<file path="src/logic/pimen_pkg.sv">
// package for the pin interrupt mode/enable block: register map, field layout, types
// assumes a 32-bit avalon-mm word bus with byte addressing
package pimen_pkg;

    localparam int CHANNELS = 8;
    localparam int ADDR_W = 8;

    // register byte offsets
    localparam logic [7:0] OFF_MODE = 8'h00;
    localparam logic [7:0] OFF_RLE = 8'h04;
    localparam logic [7:0] OFF_RLE_SET = 8'h08;
    localparam logic [7:0] OFF_RLE_CLR = 8'h0C;
    localparam logic [7:0] OFF_FAL = 8'h10;
    localparam logic [7:0] OFF_FAL_SET = 8'h14;
    localparam logic [7:0] OFF_FAL_CLR = 8'h18;
    localparam logic [7:0] OFF_RISE = 8'h1C;
    localparam logic [7:0] OFF_FALL = 8'h20;
    localparam logic [7:0] OFF_STATUS = 8'h24;
    localparam logic [7:0] OFF_PM_CTRL = 8'h28;
    localparam logic [7:0] OFF_PM_SRC = 8'h2C;
    localparam logic [7:0] OFF_PM_CFG = 8'h30;
    localparam logic [7:0] OFF_IRQ_EN = 8'h34;
    localparam logic [7:0] OFF_IRQ_CLR = 8'h38;
    localparam logic [7:0] OFF_IRQ_STAT = 8'h3C;

    // reset values and fixed patterns
    localparam logic [7:0] CH_RESET = 8'h00;
    localparam logic [31:0] WORD_RESET = 32'h0000_0000;
    localparam logic [23:0] RSVD_ZERO = 24'h00_0000;
    localparam logic [1:0] WORD_LSB = 2'h0;

    // event status bit positions
    localparam int EV_RISE = 0;
    localparam int EV_FALL = 1;
    localparam int EV_REQ = 2;
    localparam int EV_W = 3;

    typedef logic [CHANNELS-1:0] pimen_ch_t;

    // one-hot bus slave states
    typedef enum logic [1:0] {
        ST_IDLE = 2'b01,
        ST_ACK = 2'b10
    } pimen_bus_e;

    // bus request carrier
    typedef struct packed {
        logic read;
        logic write;
        logic [ADDR_W-1:0] address;
        logic [31:0] writedata;
    } pimen_req_s;

endpackage

</file>
<file path="src/logic/pimen_top.sv">
// pin interrupt mode and rise/level enable block with its register slave
// assumes pin inputs already synchronised to clk and selected per channel
//
// Summary of operation
// - eight channels; bit n of each field governs pin-select n channel
// - mode bit 0 means edge sensitive, 1 means level sensitive
// - in edge mode the enable bit allows rising-edge interrupts
// - in level mode enable allows level interrupt, polarity from fall-level bit
// - rise/level enable field: stored 0 disables, 1 enables
// - writing ones to the set alias sets enable bits, zeros untouched
// - writing ones to the clear alias clears enable bits, zeros untouched
// - mode, enable, flag, status and match registers reset to zero
// - registers decode at word offsets 0x000 through 0x03C from base
// - fall-level bit 0 disables fall edge or selects low level; 1 the opposite
// - rising edges always recorded; request only when enabled
//
// register map, byte offsets from the block base
// channel fields sit in bits 7:0; bits above read zero
// 0x00 interrupt_mode_select, 0 edge and 1 level per channel
// 0x04 rise_level_enable, rising-edge or level enable
// 0x08 rise_level_enable_set, ones set enable bits
// 0x0C rise_level_enable_clear, ones clear enable bits
// 0x10 fall_active_level_enable, fall enable or level polarity
// 0x14 fall_active_level_set, ones set polarity or fall enable
// 0x18 fall_active_level_clear, ones clear polarity or fall enable
// 0x1C rising_edge_flags, sticky, write one to clear
// 0x20 falling_edge_flags, sticky, write one to clear
// 0x24 interrupt_status, live channel requests, writes ignored
// 0x28 match_control, storage for the match slices
// 0x2C match_slice_source, storage for the match slices
// 0x30 match_slice_config, storage for the match slices
// 0x34 event enable, bit 0 rise, bit 1 fall, bit 2 any request
// 0x38 event clear, ones clear event status bits
// 0x3C event status, sticky, read only
// set and clear aliases read zero
// any other offset reads zero and drops writes
//
// bus timing
// every access costs one wait cycle, never more, never less
// waitrequest is high in the first cycle of a request
// and low in the second, where the access is taken
// a write lands at the edge that ends the second cycle
// read data are captured at the end of the first cycle
// and stand until the next read starts
// back-to-back requests are fine, each one costs two cycles
//
// channel request paths
// edge channel: rise flag with rise enable,
// or fall flag with fall enable
// level channel: enable set and pin at the chosen polarity
// the level term is registered in level_q, then chan_irq is
// registered once more, so a level request lags the pin by two
// edges while an edge request lags its flag by one
// flags keep recording with enables off, so enabling a channel
// with a stale flag raises its request at once
//
// event interrupt
// one status bit for any rising edge, one for any falling
// edge and one for any channel request
// a new event beats a clear written in the same cycle
// irq is high while an enabled status bit is set
//
// limitations
// pin history resets low, so a pin that is high when reset
// ends looks like a rising edge and sets its flag
// the match slices only store their words here; their logic
// sits outside this block
// inputs must already be synchronous to clk
//
// The implementer's own choice: the Avalon-MM slave port.
`timescale 1ns/1ps
module pimen_top (
    // clock and reset
    input wire logic clk,
    input wire logic rst_n,
    // avalon-mm slave
    input wire logic [pimen_pkg::ADDR_W-1:0] avs_address,
    input wire logic avs_read,
    input wire logic avs_write,
    input wire logic [31:0] avs_writedata,
    output logic [31:0] avs_readdata,
    output logic avs_waitrequest,
    // selected pin inputs, one per pin_select channel
    input wire logic [pimen_pkg::CHANNELS-1:0] pin_select_in,
    // per-channel interrupt requests and summary interrupt
    output logic [pimen_pkg::CHANNELS-1:0] chan_irq,
    output logic irq
);

    // bus carrier and slave state
    pimen_pkg::pimen_req_s req;
    pimen_pkg::pimen_bus_e bus_q;
    // channel configuration
    pimen_pkg::pimen_ch_t sensitivity_bits_q;
    pimen_pkg::pimen_ch_t rise_level_enable_bits_q;
    pimen_pkg::pimen_ch_t fall_level_bits_q;
    // edge flags, level state and pin history
    pimen_pkg::pimen_ch_t rise_q;
    pimen_pkg::pimen_ch_t fall_q;
    pimen_pkg::pimen_ch_t level_q;
    pimen_pkg::pimen_ch_t pin_q;
    // match slice storage
    logic [31:0] pm_ctrl_q;
    logic [31:0] pm_src_q;
    logic [31:0] pm_cfg_q;
    // event interrupt
    logic [pimen_pkg::EV_W-1:0] ev_en_q;
    logic [pimen_pkg::EV_W-1:0] ev_stat_q;
    // combinational helpers
    logic [31:0] rdata_d;
    logic wr_take;
    logic rd_take;
    pimen_pkg::pimen_ch_t wr_ch;
    pimen_pkg::pimen_ch_t rise_ev;
    pimen_pkg::pimen_ch_t fall_ev;
    pimen_pkg::pimen_ch_t req_ch;
    pimen_pkg::pimen_ch_t level_act;
    logic [pimen_pkg::EV_W-1:0] ev_pulse;

    // address match helper, used by every strobe and the read mux
    function automatic logic hit(input logic [pimen_pkg::ADDR_W-1:0] a,
                                 input logic [7:0] off);
        hit = (a[pimen_pkg::ADDR_W-1:2] == off[7:2]);
    endfunction

    // zero-extend a channel field to a bus word
    function automatic logic [31:0] ext(input pimen_pkg::pimen_ch_t v);
        ext = {pimen_pkg::RSVD_ZERO, v};
    endfunction

    // zero-extend the event field to a bus word
    function automatic logic [31:0] ext_ev(input logic [pimen_pkg::EV_W-1:0] v);
        ext_ev = {{(32 - pimen_pkg::EV_W){1'b0}}, v};
    endfunction

    assign req.read = avs_read;
    assign req.write = avs_write;
    assign req.address = avs_address;
    assign req.writedata = avs_writedata;

    // one wait cycle per access; the take happens in the ack state
    assign avs_waitrequest = (req.read | req.write) & (bus_q != pimen_pkg::ST_ACK);
    assign wr_take = req.write & (bus_q == pimen_pkg::ST_ACK);
    assign rd_take = req.read & (bus_q == pimen_pkg::ST_ACK);
    assign wr_ch = req.writedata[pimen_pkg::CHANNELS-1:0];

    // bus slave sequencing
    always_ff @(posedge clk or negedge rst_n) begin
        if (!rst_n) begin
            bus_q <= pimen_pkg::ST_IDLE;
        end else begin
            case (bus_q)
                pimen_pkg::ST_IDLE: begin
                    // a request costs exactly one wait cycle
                    if (req.read | req.write) begin
                        bus_q <= pimen_pkg::ST_ACK;
                    end
                end
                pimen_pkg::ST_ACK: begin
                    // take edge; idle again for the next request
                    bus_q <= pimen_pkg::ST_IDLE;
                end
                default: begin
                    bus_q <= pimen_pkg::ST_IDLE;
                end
            endcase
        end
    end

    always_ff @(posedge clk or negedge rst_n) begin
        if (!rst_n) begin
            sensitivity_bits_q <= pimen_pkg::CH_RESET;
        end else if (wr_take && hit(req.address, pimen_pkg::OFF_MODE)) begin
            sensitivity_bits_q <= wr_ch;
        end
    end

    // enable with set and clear aliases
    always_ff @(posedge clk or negedge rst_n) begin
        if (!rst_n) begin
            rise_level_enable_bits_q <= pimen_pkg::CH_RESET;
        end else if (wr_take) begin
            if (hit(req.address, pimen_pkg::OFF_RLE)) begin
                rise_level_enable_bits_q <= wr_ch;
            end else if (hit(req.address, pimen_pkg::OFF_RLE_SET)) begin
                rise_level_enable_bits_q <= rise_level_enable_bits_q | wr_ch;
            end else if (hit(req.address, pimen_pkg::OFF_RLE_CLR)) begin
                rise_level_enable_bits_q <= rise_level_enable_bits_q & ~wr_ch;
            end
        end
    end

    always_ff @(posedge clk or negedge rst_n) begin
        if (!rst_n) begin
            fall_level_bits_q <= pimen_pkg::CH_RESET;
        end else if (wr_take) begin
            if (hit(req.address, pimen_pkg::OFF_FAL)) begin
                fall_level_bits_q <= wr_ch;
            end else if (hit(req.address, pimen_pkg::OFF_FAL_SET)) begin
                // ones select high or fall enable
                fall_level_bits_q <= fall_level_bits_q | wr_ch;
            end else if (hit(req.address, pimen_pkg::OFF_FAL_CLR)) begin
                // ones select low or fall disable
                fall_level_bits_q <= fall_level_bits_q & ~wr_ch;
            end
        end
    end

    // pattern match slice storage, held for the slices outside this block
    always_ff @(posedge clk or negedge rst_n) begin
        if (!rst_n) begin
            pm_ctrl_q <= pimen_pkg::WORD_RESET;
            pm_src_q <= pimen_pkg::WORD_RESET;
            pm_cfg_q <= pimen_pkg::WORD_RESET;
        end else if (wr_take) begin
            // full words, read back as written
            if (hit(req.address, pimen_pkg::OFF_PM_CTRL)) begin
                pm_ctrl_q <= req.writedata;
            end
            if (hit(req.address, pimen_pkg::OFF_PM_SRC)) begin
                pm_src_q <= req.writedata;
            end
            if (hit(req.address, pimen_pkg::OFF_PM_CFG)) begin
                pm_cfg_q <= req.writedata;
            end
        end
    end

    // previous pin level for edge detection; resets low so a high pin at
    // release counts as a rising edge, which software can clear
    always_ff @(posedge clk or negedge rst_n) begin
        if (!rst_n) begin
            pin_q <= pimen_pkg::CH_RESET;
        end else begin
            pin_q <= pin_select_in;
        end
    end

    assign rise_ev = pin_select_in & ~pin_q;
    assign fall_ev = ~pin_select_in & pin_q;

    // rising flags record regardless of enables; new edge beats clear
    always_ff @(posedge clk or negedge rst_n) begin
        if (!rst_n) begin
            rise_q <= pimen_pkg::CH_RESET;
        end else if (wr_take && hit(req.address, pimen_pkg::OFF_RISE)) begin
            // write one clears; an edge in the same cycle survives
            rise_q <= (rise_q & ~wr_ch) | rise_ev;
        end else begin
            // record every rising edge, enabled or not
            rise_q <= rise_q | rise_ev;
        end
    end

    // falling flags, same discipline
    always_ff @(posedge clk or negedge rst_n) begin
        if (!rst_n) begin
            fall_q <= pimen_pkg::CH_RESET;
        end else if (wr_take && hit(req.address, pimen_pkg::OFF_FALL)) begin
            // write one clears; an edge in the same cycle survives
            fall_q <= (fall_q & ~wr_ch) | fall_ev;
        end else begin
            // record every falling edge, enabled or not
            fall_q <= fall_q | fall_ev;
        end
    end

    // level active when pin equals chosen polarity
    assign level_act = ~(pin_select_in ^ fall_level_bits_q);

    // level-mode status: writing one toggles the active level polarity
    // view is not modelled; status simply follows the enabled level
    always_ff @(posedge clk or negedge rst_n) begin
        if (!rst_n) begin
            level_q <= pimen_pkg::CH_RESET;
        end else begin
            level_q <= sensitivity_bits_q & rise_level_enable_bits_q & level_act;
        end
    end

    assign req_ch = (~sensitivity_bits_q &
                     ((rise_q & rise_level_enable_bits_q) | (fall_q & fall_level_bits_q)))
                    | level_q;

    // channel requests registered for clean outputs
    always_ff @(posedge clk or negedge rst_n) begin
        if (!rst_n) begin
            chan_irq <= pimen_pkg::CH_RESET;
        end else begin
            // one flop stage keeps the outputs glitch free
            chan_irq <= req_ch;
        end
    end

    // event enable register
    always_ff @(posedge clk or negedge rst_n) begin
        if (!rst_n) begin
            ev_en_q <= '0;
        end else if (wr_take && hit(req.address, pimen_pkg::OFF_IRQ_EN)) begin
            ev_en_q <= req.writedata[pimen_pkg::EV_W-1:0];
        end
    end

    // event pulses at their named status positions
    always_comb begin
        ev_pulse = '0;
        ev_pulse[pimen_pkg::EV_RISE] = |rise_ev;
        ev_pulse[pimen_pkg::EV_FALL] = |fall_ev;
        ev_pulse[pimen_pkg::EV_REQ] = |req_ch;
    end

    // sticky event status; a new event wins over a clear in the same cycle
    always_ff @(posedge clk or negedge rst_n) begin
        if (!rst_n) begin
            ev_stat_q <= '0;
        end else begin
            if (wr_take && hit(req.address, pimen_pkg::OFF_IRQ_CLR)) begin
                ev_stat_q <= (ev_stat_q & ~req.writedata[pimen_pkg::EV_W-1:0]) | ev_pulse;
            end else begin
                ev_stat_q <= ev_stat_q | ev_pulse;
            end
        end
    end

    assign irq = |(ev_stat_q & ev_en_q);

    // read mux; write-only aliases and unmapped read zero
    always_comb begin
        rdata_d = pimen_pkg::WORD_RESET;
        if (hit(req.address, pimen_pkg::OFF_MODE)) begin
            rdata_d = ext(sensitivity_bits_q);
        end else if (hit(req.address, pimen_pkg::OFF_RLE)) begin
            rdata_d = ext(rise_level_enable_bits_q);
        end else if (hit(req.address, pimen_pkg::OFF_FAL)) begin
            rdata_d = ext(fall_level_bits_q);
        end else if (hit(req.address, pimen_pkg::OFF_RISE)) begin
            rdata_d = ext(rise_q);
        end else if (hit(req.address, pimen_pkg::OFF_FALL)) begin
            rdata_d = ext(fall_q);
        end else if (hit(req.address, pimen_pkg::OFF_STATUS)) begin
            rdata_d = ext(req_ch);
        end else if (hit(req.address, pimen_pkg::OFF_PM_CTRL)) begin
            rdata_d = pm_ctrl_q;
        end else if (hit(req.address, pimen_pkg::OFF_PM_SRC)) begin
            rdata_d = pm_src_q;
        end else if (hit(req.address, pimen_pkg::OFF_PM_CFG)) begin
            rdata_d = pm_cfg_q;
        end else if (hit(req.address, pimen_pkg::OFF_IRQ_EN)) begin
            rdata_d = ext_ev(ev_en_q);
        end else if (hit(req.address, pimen_pkg::OFF_IRQ_STAT)) begin
            rdata_d = ext_ev(ev_stat_q);
        end
    end

    // read data captured in the wait cycle, stands at the release edge
    always_ff @(posedge clk or negedge rst_n) begin
        if (!rst_n) begin
            avs_readdata <= pimen_pkg::WORD_RESET;
        end else if (req.read && bus_q == pimen_pkg::ST_IDLE) begin
            avs_readdata <= rdata_d;
        end
    end

endmodule

</file>
<file path="config.mk">
export PLATFORM = sky130hd
export DESIGN_NAME = pimen_top
export DESIGN_NICKNAME = d
export VERILOG_FILES = /design/src/logic/pimen_pkg.sv /design/src/logic/pimen_top.sv
export SDC_FILE = /design/constraint.sdc
export NUM_CORES = 1
export LEC_CHECK = 0
export ABC_AREA = 0
export BUFFER_PORTS_ARGS = -buffer_cell sky130_fd_sc_hd__buf_2
export CORE_MARGIN = 10
export CORE_UTILIZATION = 53
export CTS_CLUSTER_SIZE = 30
export DETAILED_ROUTE_END_ITERATION = 8
export GPL_TIMING_DRIVEN = 0
export HOLD_SLACK_MARGIN = 0.05
export PLACE_DENSITY = 0.74
export SLEW_MARGIN = 20
export SYNTH_ARGS = -nofsm -noshare
export SYNTH_HDL_FRONTEND = slang
export SYNTH_SLANG_ARGS = --single-unit
</file>
<file path="constraint.sdc">
create_clock -name clk -period 1.75 [get_ports clk]
set_clock_uncertainty 0.05 [all_clocks]
set_input_delay 0.35 -clock clk [delete_from_list [all_inputs] [get_ports clk]]
set_output_delay 0.35 -clock clk [all_outputs]
set_load 0.005 [all_outputs]
</file>
==> flow_summary.json, run 1 <==
{
  "status": "finished with violations",
  "violations": "negative setup slack",
  "setup-tns-final_ns": -2.297,
  "via_per_inst": 6.189,
  "cp.arrival_ns": 1.51,
  "period_needed_ns": 1.908,
  "syn_to_final_growth_pct": 29.44,
  "p_per_area_nw_per_um2": 931.2,
  "seq_area_frac_synth_pct": 56.20,
  "drtIter0Drc": 547,
  "dieArea_um2": 22390,
  "io_pins": 94,
  "port_buffers": 85,
  "drtAntennaViolNets": 0,
  "hold_viol": 0,
  "ys_warn_count": 0,
  "async_flop_share_pct": 100.0,
  "dp.cells": 1046,
  "route.detailed.drc": 0,
  "yosys_register_bits": 200,
  "drive_gt1_share_pct": 39.23,
  "synth_edf_count": 0,
  "cts_tree": "done",
  "path_max_fanout": 2,
  "p_leak_nw": 5.655,
  "worstPathRequired_ns": 1.35,
  "n_antenna_cell": 0,
  "via_count": 6994,
  "use_met3_pct": 5.948,
  "instances_no_fill": 1130,
  "cts.reportedPaths.clkPinSlew_ns": 0.07,
  "dp_hpwl_um": 16480,
  "fin_nets": 949,
  "coreArea_um2": 16520,
  "grt_pass1_wl_um": 40310,
  "place_congestion": 0.8752,
  "grtUsageMet2_pct": 37.87,
  "clk-insertion-delay-late_ns": 0.44,
  "hp-class": "input pin to flop",
  "netlist_area_um2": 8907,
  "fillers": 1148,
  "row_count": 47,
  "grt-ovfl-total": 0,
  "layout_worst_path_cycle_share_pct": 109.0,
  "gr-max-usage-layer": "met2",
  "die_x_um": 149.6,
  "grt_usage_pct": 23.23,
  "endpoint_kind": "primary output",
  "postSynthNetCount": 791,
  "clockRootBuffer": "clkbuf_16",
  "fin_ws_ns": -0.1582,
  "syn_inst": 739,
  "layout_commonest_cell": "dfrtp_1",
  "hold_slack_ns": 0.06074,
  "crit_type": "flop to primary output",
  "synthFlopType": "dfrtp_1",
  "post-place-ws_ns": -0.9249,
  "post-route-util_pct": 69.77,
  "clk_path_buf_depth": 2,
  "cts_made_buffers": 17,
  "critPathLaunchType": "flop",
  "clkSinkCount": 200,
  "ys_types": 57,
  "antenna_found_initial": 0,
  "initial_core_util_pct": 53.90,
  "drt-total-wl_um": 26750,
  "cap_viol_max_count": 0,
  "rsz0062_at_grt": "yes",
  "drt-pass1-iter-count": 5,
  "peakVddDrop_uv": 796.3,
  "postPlaceCellArea_um2": 9940,
  "fmax_mhz": 524.1,
  "grt_max_degree": 90,
  "syn_area_per_cell_um2": 12.05,
  "grt_use_met1_pct": 28.55,
  "finalPower_mw": 10.74,
  "worstMarginPinSlew_ns": 0.6466,
  "layout_common_cells": "198 x dfrtp_1, 97 x nand2_1, 84 x buf_2, 62 x mux2_4, 50 x mux2_2",
  "h-tree-depth": 4,
  "grt_pass1_vias": 7155,
  "wl_per_cell_um": 23.67,
  "drv_slew": 0,
  "die_h_um": 149.6,
  "max-slew-margin-rel_pct": 56.90,
  "design_area_um2": 11530,
  "setup_viol": 52
}
[cells by family after synthesis]
logic type	after synthesis	synth area share (%)
simple gates	202	11.60
compound gates	160	13.81
flops	200	56.20
mux	113	14.27
xor+xnor	9	0.8850
buf+inv	55	3.231
[cell usage after synthesis (4+ instances only)]
cell type / count / area (um2)
o211ai_1: 5 / 37.54
inv_1: 13 / 48.80
o22ai_1: 12 / 75.07
mux2_2: 107 / 1205
a21oi_1: 7 / 35.03
dfrtp_1: 199 / 4980
a221oi_1: 7 / 61.31
nand3_1: 11 / 55.05
a22o_1: 48 / 420.4
clkbuf_1: 20 / 75.07
buf_4: 4 / 30.03
nand2_1: 100 / 375.4
buf_2: 10 / 50.05
a21o_1: 12 / 90.09
nor2b_1: 9 / 56.30
o21ai_0: 8 / 40.04
and3_1: 15 / 93.84
mux2_1: 5 / 56.30
xnor2_1: 9 / 78.83
nor3_1: 8 / 40.04
nand2b_1: 14 / 87.58
buf_6: 7 / 78.83
o21bai_1: 9 / 67.56
nor2_1: 15 / 56.30
a22oi_1: 39 / 292.8
[per-layer routing]
layer / vias to the layer above / part of all wire [%]
li1: 3019 / -
met5: - / 0
met4: 0 / 3.6
met2: 320 / 49
met3: 81 / 7.4
met1: 3574 / 39
[final cells by class]
type                       count  area (um2)  share of cell area [%]
buffer                        38       344.1                   2.984
clock buffer                  20       456.7                   3.961
clock inverter                12       116.4                   1.009
inverter                      13       48.80                  0.4232
multi-input combinational    484        4084                   35.42
sequential                   200        5007                   43.43
tap                          220       275.3                   2.387
timing repair buffer         143        1197                   10.39
[worst max-delay path: stages, from the launching register on]
cell and delay, ns:
dfrtp_1 0.40, a222oi_1 0.46, inv_1 0.08, buf_2 0.14
[where the power goes]
| group | switching [mW] | internal (mW) |
|---|---|---|
| sequential | 0.248 | 4.94 |
| combinational | 0.944 | 0.733 |
| clock | 1.81 | 2.05 |
| total | 3.01 | 7.73 |
[worst paths after layout]
kind | startpoint | to | slack, ns | depth (start not counted)
max | ev_stat_q[1] | irq | -0.16 | 3
min | pin_select_in[1] | pin_q[1] | 0.06 | 1
max reg2reg | bus_q[0] | pm_src_q[29] | -0.08 | 6
min reg2reg | avs_readdata[0] | avs_readdata[0] | 0.45 | 2
max in group asynchronous | rst_n | avs_readdata[5] | 0.47 | 3
min in group asynchronous | rst_n | pm_src_q[28] | 0.38 | 2
[timing repair]
action	4_1_cts	5_1_grt
hold buffers	7	0
resized for setup	75	42
pin swaps	14	22
gates cloned	4	5
buffers inserted	27	15
endpoints found under the setup margin	169	153
hold endpoints to repair	63	0
[sequential cells by signal (all words and copies together) (netlist names), 3 cells and up, named ones only]
register and count:
avs_readdata 32, pm_cfg_q 32, pm_ctrl_q 32, pm_src_q 32
chan_irq 8, fall_q 8, level_q 8, pin_q 8
rise_q 8, sensitivity_bits_q 8, ev_en_q 3, ev_stat_q 3
(Power assumes the default switching activity.)
==> run 2, diff against run 1 <==
Settings changed: RECOVER_POWER set to 100.
==> run 2 against run 1 <==
  * The run still ends with negative setup slack left
  * Wire length shrank 0.31%
  * Largest cell class unchanged
  * Register-to-register slack got worse by 0.02 ns
  * Maximum frequency fell by 0.27%
  * Setup slack worse by 0.0051 ns
  * Final area is 1.3% lower
  * Clock power barely moved
  * Total power fell by 0.53%
  * Combinational power decreased by 3%
  * Global-route usage did not move
  * Utilization down 0.90 points
==> flow_summary.json, run 2 (synthesis results as in run 1) <==
{
  "status": "finished with violations",
  "violations": "negative setup slack",
  "drtIter0Drc": 490,
  "fmax_mhz": 522.7,
  "row_count": 47,
  "initial_core_util_pct": 53.90,
  "layout_worst_path_cycle_share_pct": 109.3,
  "peakVddDrop_uv": 798.4,
  "critPathLaunchType": "flop",
  "drv_slew": 0,
  "via_count": 6988,
  "drive_gt1_share_pct": 34.18,
  "fin_ws_ns": -0.1632,
  "layout_common_cells": "198 x dfrtp_1, 98 x nand2_1, 62 x mux2_4, 52 x clkbuf_1, 50 x mux2_2",
  "cp-endpoint": "irq",
  "setup_viol": 100,
  "endpoint_kind": "primary output",
  "dieArea_um2": 22390,
  "regToRegStartpoint": "bus_q[0]",
  "clkSinkCount": 200,
  "rsz0062_at_grt": "yes",
  "clk_path_buf_depth": 2,
  "die_h_um": 149.6,
  "clk-insertion-delay-late_ns": 0.44,
  "p_leak_nw": 5.435,
  "worstMarginPinSlew_ns": 0.8389,
  "setup-tns-final_ns": -7.037,
  "r2r_cells": 6,
  "drt-pass1-iter-count": 5,
  "n_antenna_cell": 0,
  "antenna_found_initial": 0,
  "crit_type": "flop to primary output",
  "crit_path_start": "ev_stat_q[1]",
  "port_buffers": 85,
  "cts_made_buffers": 17,
  "grt_pass1_vias": 7155,
  "period_needed_ns": 1.913,
  "wl_per_cell_um": 23.60,
  "syn_to_final_growth_pct": 27.77,
  "dp_hpwl_um": 16480,
  "cts_tree": "done",
  "cp.arrival_ns": 1.51,
  "p_per_area_nw_per_um2": 938.4,
  "cts.reportedPaths.clkPinSlew_ns": 0.07,
  "route.detailed.drc": 0,
  "hold_viol": 0,
  "drt-total-wl_um": 26670,
  "grt_max_degree": 90,
  "grt-ovfl-total": 0,
  "die_x_um": 149.6,
  "grt_usage_pct": 23.23,
  "finalPower_mw": 10.68,
  "fin_nets": 949,
  "path_max_fanout": 2,
  "hp-class": "input pin to flop",
  "rrSetupSlack_ns": -0.10,
  "reg2reg_to": "pm_ctrl_q[22]",
  "h-tree-depth": 4,
  "layout_commonest_cell": "dfrtp_1",
  "coreArea_um2": 16520,
  "cap_viol_max_count": 0,
  "max-slew-margin-rel_pct": 44.07,
  "grt_pass1_wl_um": 40310,
  "worstPathRequired_ns": 1.35,
  "place_congestion": 0.8752,
  "io_pins": 94,
  "drtAntennaViolNets": 0,
  "clockRootBuffer": "clkbuf_16",
  "via_per_inst": 6.184
}
run 2: changes by cell type in the layout (fill, tap and decap cells not counted), sizes merged:
cell	delta
clkbuf	+50
buf	-50
run 2: worst min path at each step:
stage	from	endpoint	slack, ns	cells past startpoint
2_1_floorplan	rst_n	asynchronous set/reset pin	0.004	0
3_3_place_gp	pm_ctrl_q[8]	pm_ctrl_q[8]	0.42	1
3_5_place_dp	rst_n	pm_src_q[28]	0.27	1
4_1_cts	pin_select_in[1]	pin_q[1]	0.05	1
5_1_grt	pin_select_in[1]	pin_q[1]	0.11	1
6_report	avs_writedata[27]	pm_src_q[27]	0.12	2
run 2: cell type report:
cell class | count | area (um2)
sequential | 200 | 5007
fill | 1186 | 5144
clock buffer | 20 | 456.7
buffer | 38 | 340.3
inverter | 13 | 48.80
tap | 220 | 275.3
timing repair buffer | 143 | 1077
clock inverter | 12 | 116.4
multi-input combinational | 484 | 4059
run 2: stage by stage:
stage / util (%) / setup slack [ns] / hold WS [ns] / cell area, um2 / cells
global route: 68.87 / -0.2570 / 0.1088 / 11380 / 1130
global placement: 59.70 / -3.197 / 0.4175 / 9864 / 1044
CTS: 67.82 / -0.1699 / 0.05409 / 11210 / 1116
finish: 68.87 / -0.1632 / 0.1158 / 11380 / 1130
detailed placement: 60.15 / -0.9249 / 0.2669 / 9940 / 1046
floorplan: - / -0.3697 / 0.004409 / 9164 / 739
run 2: routing by layer:
metal	vias up	GRT usage [%]	share of wire, %
met1	3544	28.55	40
li1	3022	-	-
met3	93	5.948	7.3
met5	-	0	0
met4	0	10.35	4.2
met2	329	37.87	49
run 2: worst max-delay path, stage by stage (launching register included):
cell      delay, ns
dfrtp_1        0.40
a222oi_1       0.47
inv_1          0.08
buf_2          0.14
run 2: timing repair:
item	CTS	global route
setup buffers	27	15
hold buffers	7	0
cloned	4	5
pin swaps	14	22
endpoints found under the hold margin	63	0
resized for setup	75	42
setup endpoints to repair	169	153
run 2: power breakdown:
part | internal [mW] | leakage [nW] | switching (mW)
registers | 4.94 | 2.65 | 0.244
clock network | 2.05 | 0.266 | 1.81
logic | 0.695 | 2.52 | 0.936
